<file path="src/core/ssp_map.svh">
// register map, field positions and reset values of the serial port bank
`ifndef SSP_MAP_SVH
`define SSP_MAP_SVH

// memory bus word addresses
`define SSP_ADDR_P0_INDEX     8'h38
`define SSP_ADDR_P0_DATA      8'h39
`define SSP_ADDR_P1_RX_WORD   8'h41
`define SSP_ADDR_P1_TX_WORD   8'h43
`define SSP_ADDR_P1_INDEX     8'h48
`define SSP_ADDR_P1_DATA      8'h49
`define SSP_ADDR_DMA_INDEX    8'h54
`define SSP_ADDR_DMA_AUTOINC  8'h55
`define SSP_ADDR_DMA_FIXED    8'h56

// sub-addresses behind the window data port
`define SSP_SUB_RX_CTL        4'h0
`define SSP_SUB_TX_CTL        4'h1
`define SSP_SUB_RX_FRM1       4'h2
`define SSP_SUB_RX_FRM2       4'h3
`define SSP_SUB_TX_FRM1       4'h4
`define SSP_SUB_TX_FRM2       4'h5
`define SSP_SUB_GEN_DIV       4'h6
`define SSP_SUB_GEN_SRC       4'h7
`define SSP_SUB_PIN           4'hE

// field positions
`define SSP_CTL_ENABLE        0
`define SSP_CTL_STATUS_LSB    1
`define SSP_CTL_STATUS_MASK   16'h0006
`define SSP_RX_INT_MODE_LSB   4
`define SSP_RX_A_BIS          6
`define SSP_RX_CLKSTOP_LSB    11
`define SSP_TX_GEN_RUN        6
`define SSP_TX_FRAME_RUN      7
`define SSP_FRM1_WORD_LSB     5
`define SSP_FRM1_WORDS_LSB    8
`define SSP_FRM2_DELAY_LSB    0
`define SSP_FRM2_COMPAND_LSB  3
`define SSP_SRC_FRAME_MODE    12
`define SSP_SRC_CPU_CLK       13
`define SSP_PIN_RX_IO         12
`define SSP_PIN_TX_IO         13

// reset values
`define SSP_RESET_WORD        16'h0000
`define SSP_RESET_PIN_OE_N    4'hF

`endif

</file>
<file path="src/core/ssp_pkg.sv">
// shared types of the serial port configuration bank
package ssp_pkg;
    typedef logic [15:0]            ssp_word_t;
    typedef logic [15:0][15:0]      ssp_bank_t;
    typedef logic [1:0][15:0][15:0] ssp_banks_t;
    typedef logic [3:0]             ssp_pins_t;
endpackage : ssp_pkg

</file>
<file path="src/core/ssp_cfg_bank.sv">
// subaddressed configuration bank of a buffered synchronous serial port
// Summary of operation
// - index register selects the embedded register
// - data port write lands in selected register
// - data port read returns selected register
// - port 0 index at 0x038, data 0x039
// - rx control: status, enable, clock-stop, a-bis, interrupt
// - tx control: status, enable, generator resets
// - rx word 8..32 bits, 1..128 words
// - tx word 8..32 bits, 1..128 words
// - second control: data delay, companding, bit order
// - 1-bit delay: msb after frame pulse
// - bit clock is input over divider plus one
// - three-stage divider makes clock and frame
// - frame width and frame source selectable
// - generator input: cpu clock or external pin
// - pin direction, polarity, gpio when disabled
// - pin setup 0x0A00: tx pins driven, tx clock from generator
// - dma autoinc port bumps dma index
// - autoinc writes fill source, dest, count
// - dma fixed port leaves index alone
`timescale 1ns/1ps
`include "ssp_map.svh"
module ssp_cfg_bank #(
    parameter int DMA_WORDS = 64
) (
    // clock, reset, enable
    input  wire logic                    clk_sys,
    input  wire logic                    rstn,
    input  wire logic                    ce,
    // memory bus
    input  wire logic [7:0]              mem_addr,
    input  wire logic                    mem_wr,
    input  wire logic                    mem_rd,
    input  wire ssp_pkg::ssp_word_t      mem_wdata,
    output ssp_pkg::ssp_word_t           mem_rdata,
    output logic                         mem_rack,
    // serial engine side
    input  wire logic [1:0][1:0]         rx_status,
    input  wire logic [1:0][1:0]         tx_status,
    input  wire logic [1:0]              tx_copy,
    input  wire ssp_pkg::ssp_word_t      port1_rx_word,
    output ssp_pkg::ssp_word_t           port1_tx_word,
    output wire ssp_pkg::ssp_banks_t     port_bank,
    output wire logic [1:0]              gen_bit_clock,
    output wire logic [1:0]              gen_frame_pulse,
    // serial pins: rx clock, tx clock, rx frame, tx frame
    input  wire logic [1:0]              ext_clock_pin,
    input  wire logic [1:0][3:0]         pin_i,
    output logic [1:0][3:0]              pin_o,
    output logic [1:0][3:0]              pin_oe_n,
    // dma channel 0 setup
    output wire ssp_pkg::ssp_word_t      chan0_source,
    output wire ssp_pkg::ssp_word_t      chan0_dest,
    output wire ssp_pkg::ssp_word_t      chan0_count
);
    localparam int DW = $clog2(DMA_WORDS);

    logic [1:0][15:0]    port_index;
    wire  [1:0][15:0]    port_rd;
    wire  [1:0][3:0]     func_val;
    wire  [1:0][3:0]     io_mode;
    ssp_pkg::ssp_word_t  dma_index;
    ssp_pkg::ssp_word_t  dma_mem [DMA_WORDS];
    ssp_pkg::ssp_word_t  next_rdata;
    logic                dma_wr;
    logic                dma_hit;

    assign dma_wr  = ce && mem_wr
                     && (mem_addr == `SSP_ADDR_DMA_AUTOINC || mem_addr == `SSP_ADDR_DMA_FIXED);
    assign dma_hit = dma_index < 16'(DMA_WORDS);

    // index registers change only on a direct write
    always_ff @(posedge clk_sys)
    begin
        if (!rstn)
            port_index <= 32'h0000_0000;
        else if (ce && mem_wr && mem_addr == `SSP_ADDR_P0_INDEX)
            port_index[0] <= mem_wdata;
        else if (ce && mem_wr && mem_addr == `SSP_ADDR_P1_INDEX)
            port_index[1] <= mem_wdata;
    end

    genvar p;
    generate
        for (p = 0; p < 2; p++)
        begin : g_port
            localparam logic [7:0] DATA_A = (p == 0) ? `SSP_ADDR_P0_DATA : `SSP_ADDR_P1_DATA;
            wire ssp_pkg::ssp_bank_t bank = port_bank[p];
            wire rx_on = bank[`SSP_SUB_RX_CTL][`SSP_CTL_ENABLE];
            wire tx_on = bank[`SSP_SUB_TX_CTL][`SSP_CTL_ENABLE];
            wire rx_io = bank[`SSP_SUB_PIN][`SSP_PIN_RX_IO] && !rx_on;
            wire tx_io = bank[`SSP_SUB_PIN][`SSP_PIN_TX_IO] && !tx_on;
            wire tx_frm = bank[`SSP_SUB_GEN_SRC][`SSP_SRC_FRAME_MODE] ? gen_frame_pulse[p]
                                                                      : tx_copy[p];

            ssp_port_regs u_regs (
                .clk_sys   (clk_sys),
                .rstn      (rstn),
                .ce        (ce),
                .wr_en     (mem_wr && mem_addr == DATA_A),
                .sub_addr  (port_index[p]),
                .wdata     (mem_wdata),
                .rdata     (port_rd[p]),
                .rx_status (rx_status[p]),
                .tx_status (tx_status[p]),
                .pin_level (pin_i[p]),
                .bank      (port_bank[p])
            );

            ssp_rate_gen u_gen (
                .clk_sys         (clk_sys),
                .rstn            (rstn),
                .ce              (ce),
                .gen_run         (bank[`SSP_SUB_TX_CTL][`SSP_TX_GEN_RUN]),
                .frame_run       (bank[`SSP_SUB_TX_CTL][`SSP_TX_FRAME_RUN]),
                .cpu_src         (bank[`SSP_SUB_GEN_SRC][`SSP_SRC_CPU_CLK]),
                .ext_clock_pin   (ext_clock_pin[p]),
                .divide_field    (bank[`SSP_SUB_GEN_DIV][7:0]),
                .frame_width     (bank[`SSP_SUB_GEN_DIV][15:8]),
                .frame_period    (bank[`SSP_SUB_GEN_SRC][11:0]),
                .gen_bit_clock   (gen_bit_clock[p]),
                .gen_frame_pulse (gen_frame_pulse[p]),
                .bit_edge        ()
            );

            // generator bit clock feeds both clock pins; frame pulse feeds rx frame pin, and tx frame pin only in frame mode
            assign func_val[p] = {tx_frm, gen_frame_pulse[p], gen_bit_clock[p],
                                  gen_bit_clock[p]};
            // gpio only while a section is off, so a live link cannot be hijacked
            assign io_mode[p]  = {tx_io, rx_io, tx_io, rx_io};
        end
    endgenerate

    always_ff @(posedge clk_sys)
    begin
        if (!rstn)
        begin
            pin_o    <= 8'h00;
            pin_oe_n <= {`SSP_RESET_PIN_OE_N, `SSP_RESET_PIN_OE_N};
        end
        else if (ce)
        begin
            for (int i = 0; i < 2; i++)
            begin
                pin_oe_n[i] <= ~port_bank[i][`SSP_SUB_PIN][11:8];
                pin_o[i]    <= (io_mode[i] & port_bank[i][`SSP_SUB_PIN][7:4])
                               | (~io_mode[i] & (func_val[i]
                                  ^ port_bank[i][`SSP_SUB_PIN][3:0]));
            end
        end
    end

    always_ff @(posedge clk_sys)
    begin
        if (!rstn)
            port1_tx_word <= `SSP_RESET_WORD;
        else if (ce && mem_wr && mem_addr == `SSP_ADDR_P1_TX_WORD)
            port1_tx_word <= mem_wdata;
    end

    // dma index: direct write beats auto-increment
    always_ff @(posedge clk_sys)
    begin
        if (!rstn)
            dma_index <= `SSP_RESET_WORD;
        else if (ce && mem_wr && mem_addr == `SSP_ADDR_DMA_INDEX)
            dma_index <= mem_wdata;
        else if (ce && (mem_wr || mem_rd) && mem_addr == `SSP_ADDR_DMA_AUTOINC)
            dma_index <= dma_index + 16'h0001;
    end

    genvar e;
    generate
        for (e = 0; e < DMA_WORDS; e++)
        begin : g_dma
            always_ff @(posedge clk_sys)
            begin
                if (!rstn)
                    dma_mem[e] <= `SSP_RESET_WORD;
                else if (dma_wr && dma_index == 16'(e))
                    dma_mem[e] <= mem_wdata;
            end
        end
    endgenerate

    assign chan0_source = dma_mem[0];
    assign chan0_dest   = dma_mem[1];
    assign chan0_count  = dma_mem[2];

    always_comb
    begin
        next_rdata = 16'h0000;
        case (mem_addr)
            `SSP_ADDR_P0_INDEX:    next_rdata = port_index[0];
            `SSP_ADDR_P0_DATA:     next_rdata = port_rd[0];
            `SSP_ADDR_P1_INDEX:    next_rdata = port_index[1];
            `SSP_ADDR_P1_DATA:     next_rdata = port_rd[1];
            `SSP_ADDR_P1_RX_WORD:  next_rdata = port1_rx_word;
            `SSP_ADDR_P1_TX_WORD:  next_rdata = port1_tx_word;
            `SSP_ADDR_DMA_INDEX:   next_rdata = dma_index;
            `SSP_ADDR_DMA_AUTOINC,
            `SSP_ADDR_DMA_FIXED:   next_rdata = dma_hit ? dma_mem[dma_index[DW-1:0]] : 16'h0000;
            default:               next_rdata = 16'h0000;
        endcase
    end

    always_ff @(posedge clk_sys)
    begin
        if (!rstn)
        begin
            mem_rdata <= `SSP_RESET_WORD;
            mem_rack  <= 1'b0;
        end
        else if (ce)
        begin
            mem_rack <= mem_rd;
            if (mem_rd)
                mem_rdata <= next_rdata;
        end
    end

    index_write_a: assert property (@(posedge clk_sys) disable iff (!rstn)
        ce && mem_wr && mem_addr == `SSP_ADDR_P0_INDEX
        |=> port_index[0] == $past(mem_wdata))
        else $error("index register did not take the written value");

    window_write_a: assert property (@(posedge clk_sys) disable iff (!rstn)
        ce && mem_wr && mem_addr == `SSP_ADDR_P0_DATA && port_index[0] == 16'h0002
        |=> port_bank[0][2] == $past(mem_wdata))
        else $error("window write missed the selected register");

    window_read_a: assert property (@(posedge clk_sys) disable iff (!rstn)
        ce && mem_rd && !mem_wr && mem_addr == `SSP_ADDR_P1_DATA && port_index[1] == 16'h0006
        |=> mem_rack && mem_rdata == port_bank[1][6])
        else $error("window read returned the wrong register");

    undef_read_a: assert property (@(posedge clk_sys) disable iff (!rstn)
        ce && mem_rd && mem_addr == `SSP_ADDR_P0_DATA && port_index[0] == 16'h0008
        |=> mem_rack && mem_rdata == 16'h0000)
        else $error("undefined sub-address did not read zero");

    index_hold_a: assert property (@(posedge clk_sys) disable iff (!rstn)
        !(ce && mem_wr && mem_addr == `SSP_ADDR_P0_INDEX) |=> $stable(port_index[0]))
        else $error("index register changed without a write");

    dma_autoinc_a: assert property (@(posedge clk_sys) disable iff (!rstn)
        ce && (mem_rd || mem_wr) && mem_addr == `SSP_ADDR_DMA_AUTOINC
        |=> dma_index == $past(dma_index) + 16'h0001)
        else $error("dma index did not advance");

    dma_fixed_a: assert property (@(posedge clk_sys) disable iff (!rstn)
        ce && (mem_rd || mem_wr) && mem_addr == `SSP_ADDR_DMA_FIXED |=> $stable(dma_index))
        else $error("fixed dma port moved the index");

    chan_order_a: assert property (@(posedge clk_sys) disable iff (!rstn)
        ce && mem_wr && mem_addr == `SSP_ADDR_DMA_AUTOINC && dma_index == 16'h0002
        |=> chan0_count == $past(mem_wdata) && dma_index == 16'h0003)
        else $error("autoinc writes landed out of order");

    tx_clock_a: assert property (@(posedge clk_sys) disable iff (!rstn)
        ce && port_bank[1][`SSP_SUB_PIN] == 16'h0A00 && port_bank[1][`SSP_SUB_TX_CTL][0]
        |=> !pin_oe_n[1][1] && pin_o[1][1] == $past(gen_bit_clock[1]) && pin_oe_n[1][0])
        else $error("tx bit clock pin not driven by the generator");

    read_ack_a: assert property (@(posedge clk_sys) disable iff (!rstn)
        ce && mem_rd |=> mem_rack)
        else $error("read was not acknowledged");

    fixed_write_a: assert property (@(posedge clk_sys) disable iff (!rstn)
        ce && mem_wr && mem_addr == `SSP_ADDR_DMA_FIXED && dma_index == 16'h0000
        |=> chan0_source == $past(mem_wdata))
        else $error("fixed dma port missed the indexed word");

    gpio_out_a: assert property (@(posedge clk_sys) disable iff (!rstn)
        ce && port_bank[0][`SSP_SUB_PIN][`SSP_PIN_RX_IO] && !port_bank[0][0][0]
        |=> pin_o[0][0] == $past(port_bank[0][`SSP_SUB_PIN][4]))
        else $error("gpio value not on the rx clock pin");
endmodule : ssp_cfg_bank

</file>
<file path="src/core/ssp_port_regs.sv">
// embedded registers of one serial port, reached through the window data port
`timescale 1ns/1ps
`include "ssp_map.svh"
module ssp_port_regs (
    // clock, reset, enable
    input  wire logic               clk_sys,
    input  wire logic               rstn,
    input  wire logic               ce,
    // window access
    input  wire logic               wr_en,
    input  wire ssp_pkg::ssp_word_t sub_addr,
    input  wire ssp_pkg::ssp_word_t wdata,
    output ssp_pkg::ssp_word_t      rdata,
    // live state from the port
    input  wire logic [1:0]         rx_status,
    input  wire logic [1:0]         tx_status,
    input  wire ssp_pkg::ssp_pins_t pin_level,
    // embedded registers
    output ssp_pkg::ssp_bank_t      bank
);
    logic slot_ok;

    // only sub-addresses 0..7 and 14 exist
    assign slot_ok = (sub_addr[15:3] == 13'h0000) || (sub_addr == {12'h000, `SSP_SUB_PIN});

    genvar g;
    generate
        for (g = 0; g < 16; g++)
        begin : g_slot
            localparam bit        LIVE    = (g < 8) || (g == 14);
            localparam logic [15:0] RO_MASK = (g < 2) ? `SSP_CTL_STATUS_MASK : 16'h0000;
            always_ff @(posedge clk_sys)
            begin
                if (!rstn)
                    bank[g] <= `SSP_RESET_WORD;
                else if (LIVE && ce && wr_en && sub_addr == 16'(g))
                    bank[g] <= wdata & ~RO_MASK;
            end
        end
    endgenerate

    always_comb
    begin
        rdata = 16'h0000;
        if (slot_ok)
            rdata = bank[sub_addr[3:0]];
        if (sub_addr == {12'h000, `SSP_SUB_RX_CTL})
            rdata[`SSP_CTL_STATUS_LSB +: 2] = rx_status;
        if (sub_addr == {12'h000, `SSP_SUB_TX_CTL})
            rdata[`SSP_CTL_STATUS_LSB +: 2] = tx_status;
        // gpio readback shows the wire, not the written value
        if (sub_addr == {12'h000, `SSP_SUB_PIN})
            rdata[7:4] = pin_level;
    end
endmodule : ssp_port_regs

</file>
<file path="src/core/ssp_rate_gen.sv">
// three-stage sample-rate generator: source select, bit clock divider, frame pulse
`timescale 1ns/1ps
module ssp_rate_gen (
    // clock, reset, enable
    input  wire logic        clk_sys,
    input  wire logic        rstn,
    input  wire logic        ce,
    // control
    input  wire logic        gen_run,
    input  wire logic        frame_run,
    input  wire logic        cpu_src,
    input  wire logic        ext_clock_pin,
    input  wire logic [7:0]  divide_field,
    input  wire logic [7:0]  frame_width,
    input  wire logic [11:0] frame_period,
    // generated signals
    output logic             gen_bit_clock,
    output logic             gen_frame_pulse,
    output logic             bit_edge
);
    logic        ext_d;
    logic        src_tick;
    logic [7:0]  div_cnt;
    logic [11:0] per_cnt;

    // ext pin is synchronous already, so a plain edge detect suffices
    assign src_tick = cpu_src ? 1'b1 : (ext_clock_pin & ~ext_d);

    always_ff @(posedge clk_sys)
    begin
        if (!rstn)
            ext_d <= 1'b0;
        else if (ce)
            ext_d <= ext_clock_pin;
    end

    // a divide-by-one leaves the clock high: cannot toggle faster than clk_sys
    always_ff @(posedge clk_sys)
    begin
        if (!rstn || !gen_run)
        begin
            div_cnt       <= 8'h00;
            gen_bit_clock <= 1'b0;
            bit_edge      <= 1'b0;
        end
        else if (ce)
        begin
            bit_edge <= 1'b0;
            if (src_tick && div_cnt >= divide_field)
            begin
                div_cnt       <= 8'h00;
                gen_bit_clock <= 1'b1;
                bit_edge      <= 1'b1;
            end
            else if (src_tick)
            begin
                div_cnt <= div_cnt + 8'h01;
                if (div_cnt == (divide_field >> 1))
                    gen_bit_clock <= 1'b0;
            end
        end
    end

    always_ff @(posedge clk_sys)
    begin
        if (!rstn || !frame_run)
        begin
            per_cnt         <= 12'h000;
            gen_frame_pulse <= 1'b0;
        end
        else if (ce && bit_edge)
        begin
            per_cnt         <= (per_cnt >= frame_period) ? 12'h000 : per_cnt + 12'h001;
            gen_frame_pulse <= ({4'h0, frame_width} >= per_cnt);
        end
    end

    gen_divide_a: assert property (@(posedge clk_sys) disable iff (!rstn)
        (ce && gen_run && bit_edge && cpu_src && divide_field == 8'h09)
        ##1 (ce && gen_run && cpu_src && divide_field == 8'h09)[*8]
        ##1 (ce && gen_run && cpu_src && divide_field == 8'h09)
        |=> bit_edge)
        else $error("bit clock period is not divide field plus one");

    gen_stop_a: assert property (@(posedge clk_sys) disable iff (!rstn)
        !gen_run |=> !gen_bit_clock && !bit_edge)
        else $error("bit clock runs while generator held in reset");
endmodule : ssp_rate_gen

</file>
<file path="config.mk">
export PLATFORM = sky130hd
export DESIGN_NAME = ssp_cfg_bank
export DESIGN_NICKNAME = d
export VERILOG_FILES = /design/src/core/ssp_pkg.sv /design/src/core/ssp_cfg_bank.sv /design/src/core/ssp_port_regs.sv /design/src/core/ssp_rate_gen.sv
export VERILOG_INCLUDE_DIRS = /design/src /design/src/core
export SDC_FILE = /design/constraint.sdc
export NUM_CORES = 2
export LEC_CHECK = 0
export BUFFER_PORTS_ARGS = -buffer_cell sky130_fd_sc_hd__buf_2
export CORE_MARGIN = 5
export CORE_UTILIZATION = 30
export CTS_BUF_LIST = sky130_fd_sc_hd__clkbuf_2
export DETAILED_ROUTE_END_ITERATION = 7
export GPL_TIMING_DRIVEN = 0
export SLEW_MARGIN = 20
export SYNTH_ARGS = -nofsm -noshare
export SYNTH_HDL_FRONTEND = slang
export SYNTH_SLANG_ARGS = --single-unit
</file>
<file path="constraint.sdc">
create_clock -name clk_sys -period 10.4 [get_ports clk_sys]
set_input_delay 2.08 -clock clk_sys [delete_from_list [all_inputs] [get_ports clk_sys]]
set_output_delay 2.08 -clock clk_sys [all_outputs]
set_load 0.02 [all_outputs]
</file>
==> metrics <==
outcome finished with violations; failing checks design-rule violations; final period utilization 0.526; Setup TNS 0 ns; Reg clk slew, reported paths 0.09 ns; CTS buffer count around 400; measured slew at the worst slew-check pin around 1.3 ns; final setup violation count 0; Layout area overhead 17.0%; Primary FF master, synth edfxtp_1; Final nets approximately 6800; DP HPWL between 200000 and 250000 µm; fin crit period around 5.5 ns; largest net degree at the start of global routing 17; uppermost routed layer met5; met3 WL approximately 34000 µm; Yosys top cell by area edfxtp_1; vias in the first global route about 52000; Total GRT Usage 0.246; H-Tree Depth 5; RSZ-0062 raised after global routing no; Setup Buffers After CTS 0; M1 WL 108000 µm; Worst-Skew Late Latency 1.85 ns; first-pass GRT wire length ~420000 µm; Worst Path Required roughly 12 ns; hold path depth 3; Core Region roughly 0.23 mm²; Achievable Freq 183 MHz; vias post-DR 53000; ranking of synthesized cells by area edfxtp_1 44%, dfxtp_1 12%, mux4_2 10%; Antenna Violating Nets Remaining 0; XOR/XNOR Fraction of Synth Area 0.00836; worst relative slew slack 0.122; number of max-cap violations 0; Die Ht ~490 µm; post-synthesis simple-gate area fraction 0.155; TritonCTS clock tree yes; main combinational cell family by area after synthesis simple AND/OR/NAND/NOR gates; maximum vdd drop 68.9 µV; clock sink count approximately 1500; die area 0.240 mm²; Clock Skews between 0.2 and 0.25 ns; Syn Area/Cell 12.5 µm²; fin area around 0.081 mm²; Cell variety after synth 82; Worst Reg-to-Reg Cells 9; Max Root-Sink Buffers 4; Place WS 3.44 ns; row count 176; worst min path class reg -> reg; fraction of registers with async set/reset 0; #FFs+latches synth roughly 1500; Wirelength per Cell ~30 µm; Synth Cell Area between 0.06 and 0.07 mm²; final wirelength ~300000 µm; clk root buf clkbuf_2; EDFF count, synth 1024; mux share of post-synthesis cell area 0.145; Worst Setup Path Type in -> reg; hold violation total from the final report 0; Post-Synth Adder-Cell Area 0.0116; Synth Area in Compound Gates 0.0534; CP Max Fanout 10; routability cong. about 1.0; Starting Density 0.301; area share of the largest cell type after synthesis 0.445; critical path startpoint category input pin; worst hold-check slack roughly 0.47 ns; crit path DAT approximately 7.0 ns; sequential element share of the synthesized area 0.570; share of cells above drive strength 1 0.271; DR iter-0 viols between 6000 and 7000; cell count after synthesis roughly 5500; Post-CTS Hold Buffers 0; Static Leak around 0.032 µW; final worst setup slack between 4 and 5 ns; final total power 11200 µW; grt ovf 0; vias per cell around 5.3; Ports approximately 680; Die X 490 µm; initial antenna violation count 30; PostCTS Resize Cnt 0; Placed Area a little under 0.08 mm²; synth cell count leaders 1039 x and2_1, 1024 x edfxtp_1, 431 x dfxtp_1, 417 x nor2_1, 361 x clkbuf_1; crit end category register; YS warnings 0; pwr/cell area ~140 mW/mm²; Met2 Routed Length between 100000 and 150000 µm; # port buffers roughly 430; top-count cell post-synth and2_1; post-route DRC violation count 13; Slew Limit Fails 0; First-pass DRT Iterations 8
-- logic make-up (layout without fill, tap and decap cells) --
| group | after synthesis | in the layout |
|---|---|---|
| simple gates | 1994 | 1994 |
| compound gates | 587 | 587 |
| mux | 605 | 605 |
| flops | 1455 | 1455 |
| xor+xnor | 66 | 66 |
| other cells | 1 | 265 |
| fa+ha+maj | 64 | 64 |
| buf+inv | 769 | 1936 |
-- critical path, cell delays in order --
cell,delay (ns)
buf_2,0.38
nand2_1,0.40
nor4_1,0.95
and3_1,0.31
nor3b_2,0.29
nand2_1,0.62
nor2_1,1.02
clkbuf_1,0.67
and2_1,0.21
-- worst paths after layout --
kind / to / from / slack (ns)
min reg2reg: g_port[0].u_gen.per_cnt[3] / g_port[0].u_gen.per_cnt[2] / 0.47
max: dma_mem[1][15] / ce / 4.93
min: g_port[0].u_gen.per_cnt[3] / g_port[0].u_gen.per_cnt[2] / 0.47
max reg2reg: mem_rdata[12] / register / 5.10
-- state kept, by name (all words and copies together), names as in the netlist, 8 cells and up, named ones only --
signal                flops
dma_index                16
dma_mem                1024
g_port.u_gen.div_cnt     16
g_port.u_gen.per_cnt     24
g_port.u_regs.bank      280
mem_rdata                16
pin_o                     8
pin_oe_n                  8
port1_tx_word            16
port_index               32
-- per-layer routing --
metal  vias to the layer above  track usage
met5                         -            0
met4                        16        0.182
met3                       881       0.0755
met2                      3714        0.382
met1                     26400        0.288
li1                      22000            -
-- area by class of cell --
type	count	area, µm²
plain buffers	701	3730
diodes	33	82.6
flip-flops and latches	1455	39400
fillers	22900	149000
inverters	68	255
well taps	3026	3790
clock buffers	601	3010
multi-input cells	3548	27000
clock inverters	61	324
repair buffers	505	3290
-- placed cells by master, fill, tap and decap left out, types with 67 or more instances in the layout --
master,n
nor2_1,417
inv_1,67
clkbuf_1,323
buf_4,255
nand3_1,81
conb_1,232
o21ai_0,67
a21oi_1,186
buf_2,484
dfxtp_1,431
edfxtp_1,1024
and2_1,1039
mux4_2,315
nand2_1,283
a22oi_1,72
mux2i_1,287
clkbuf_2,639
-- power by group --
group	internal, µW	switching, µW	leakage, µW	total (µW)
combinational	199	521	0.0149	721
clock	1580	2500	0.00265	4080
sequential	6310	42.6	0.0140	6350
-- through the flow --
| stage | utilization | instances |
|---|---|---|
| floorplan | - | 5772 |
| global placement | 0.331 | 9226 |
| detailed placement | 0.337 | 9303 |
| CTS | 0.352 | 9965 |
| global route | 0.352 | 9972 |
| finish | 0.352 | 9998 |
(Power assumes the default switching activity.)
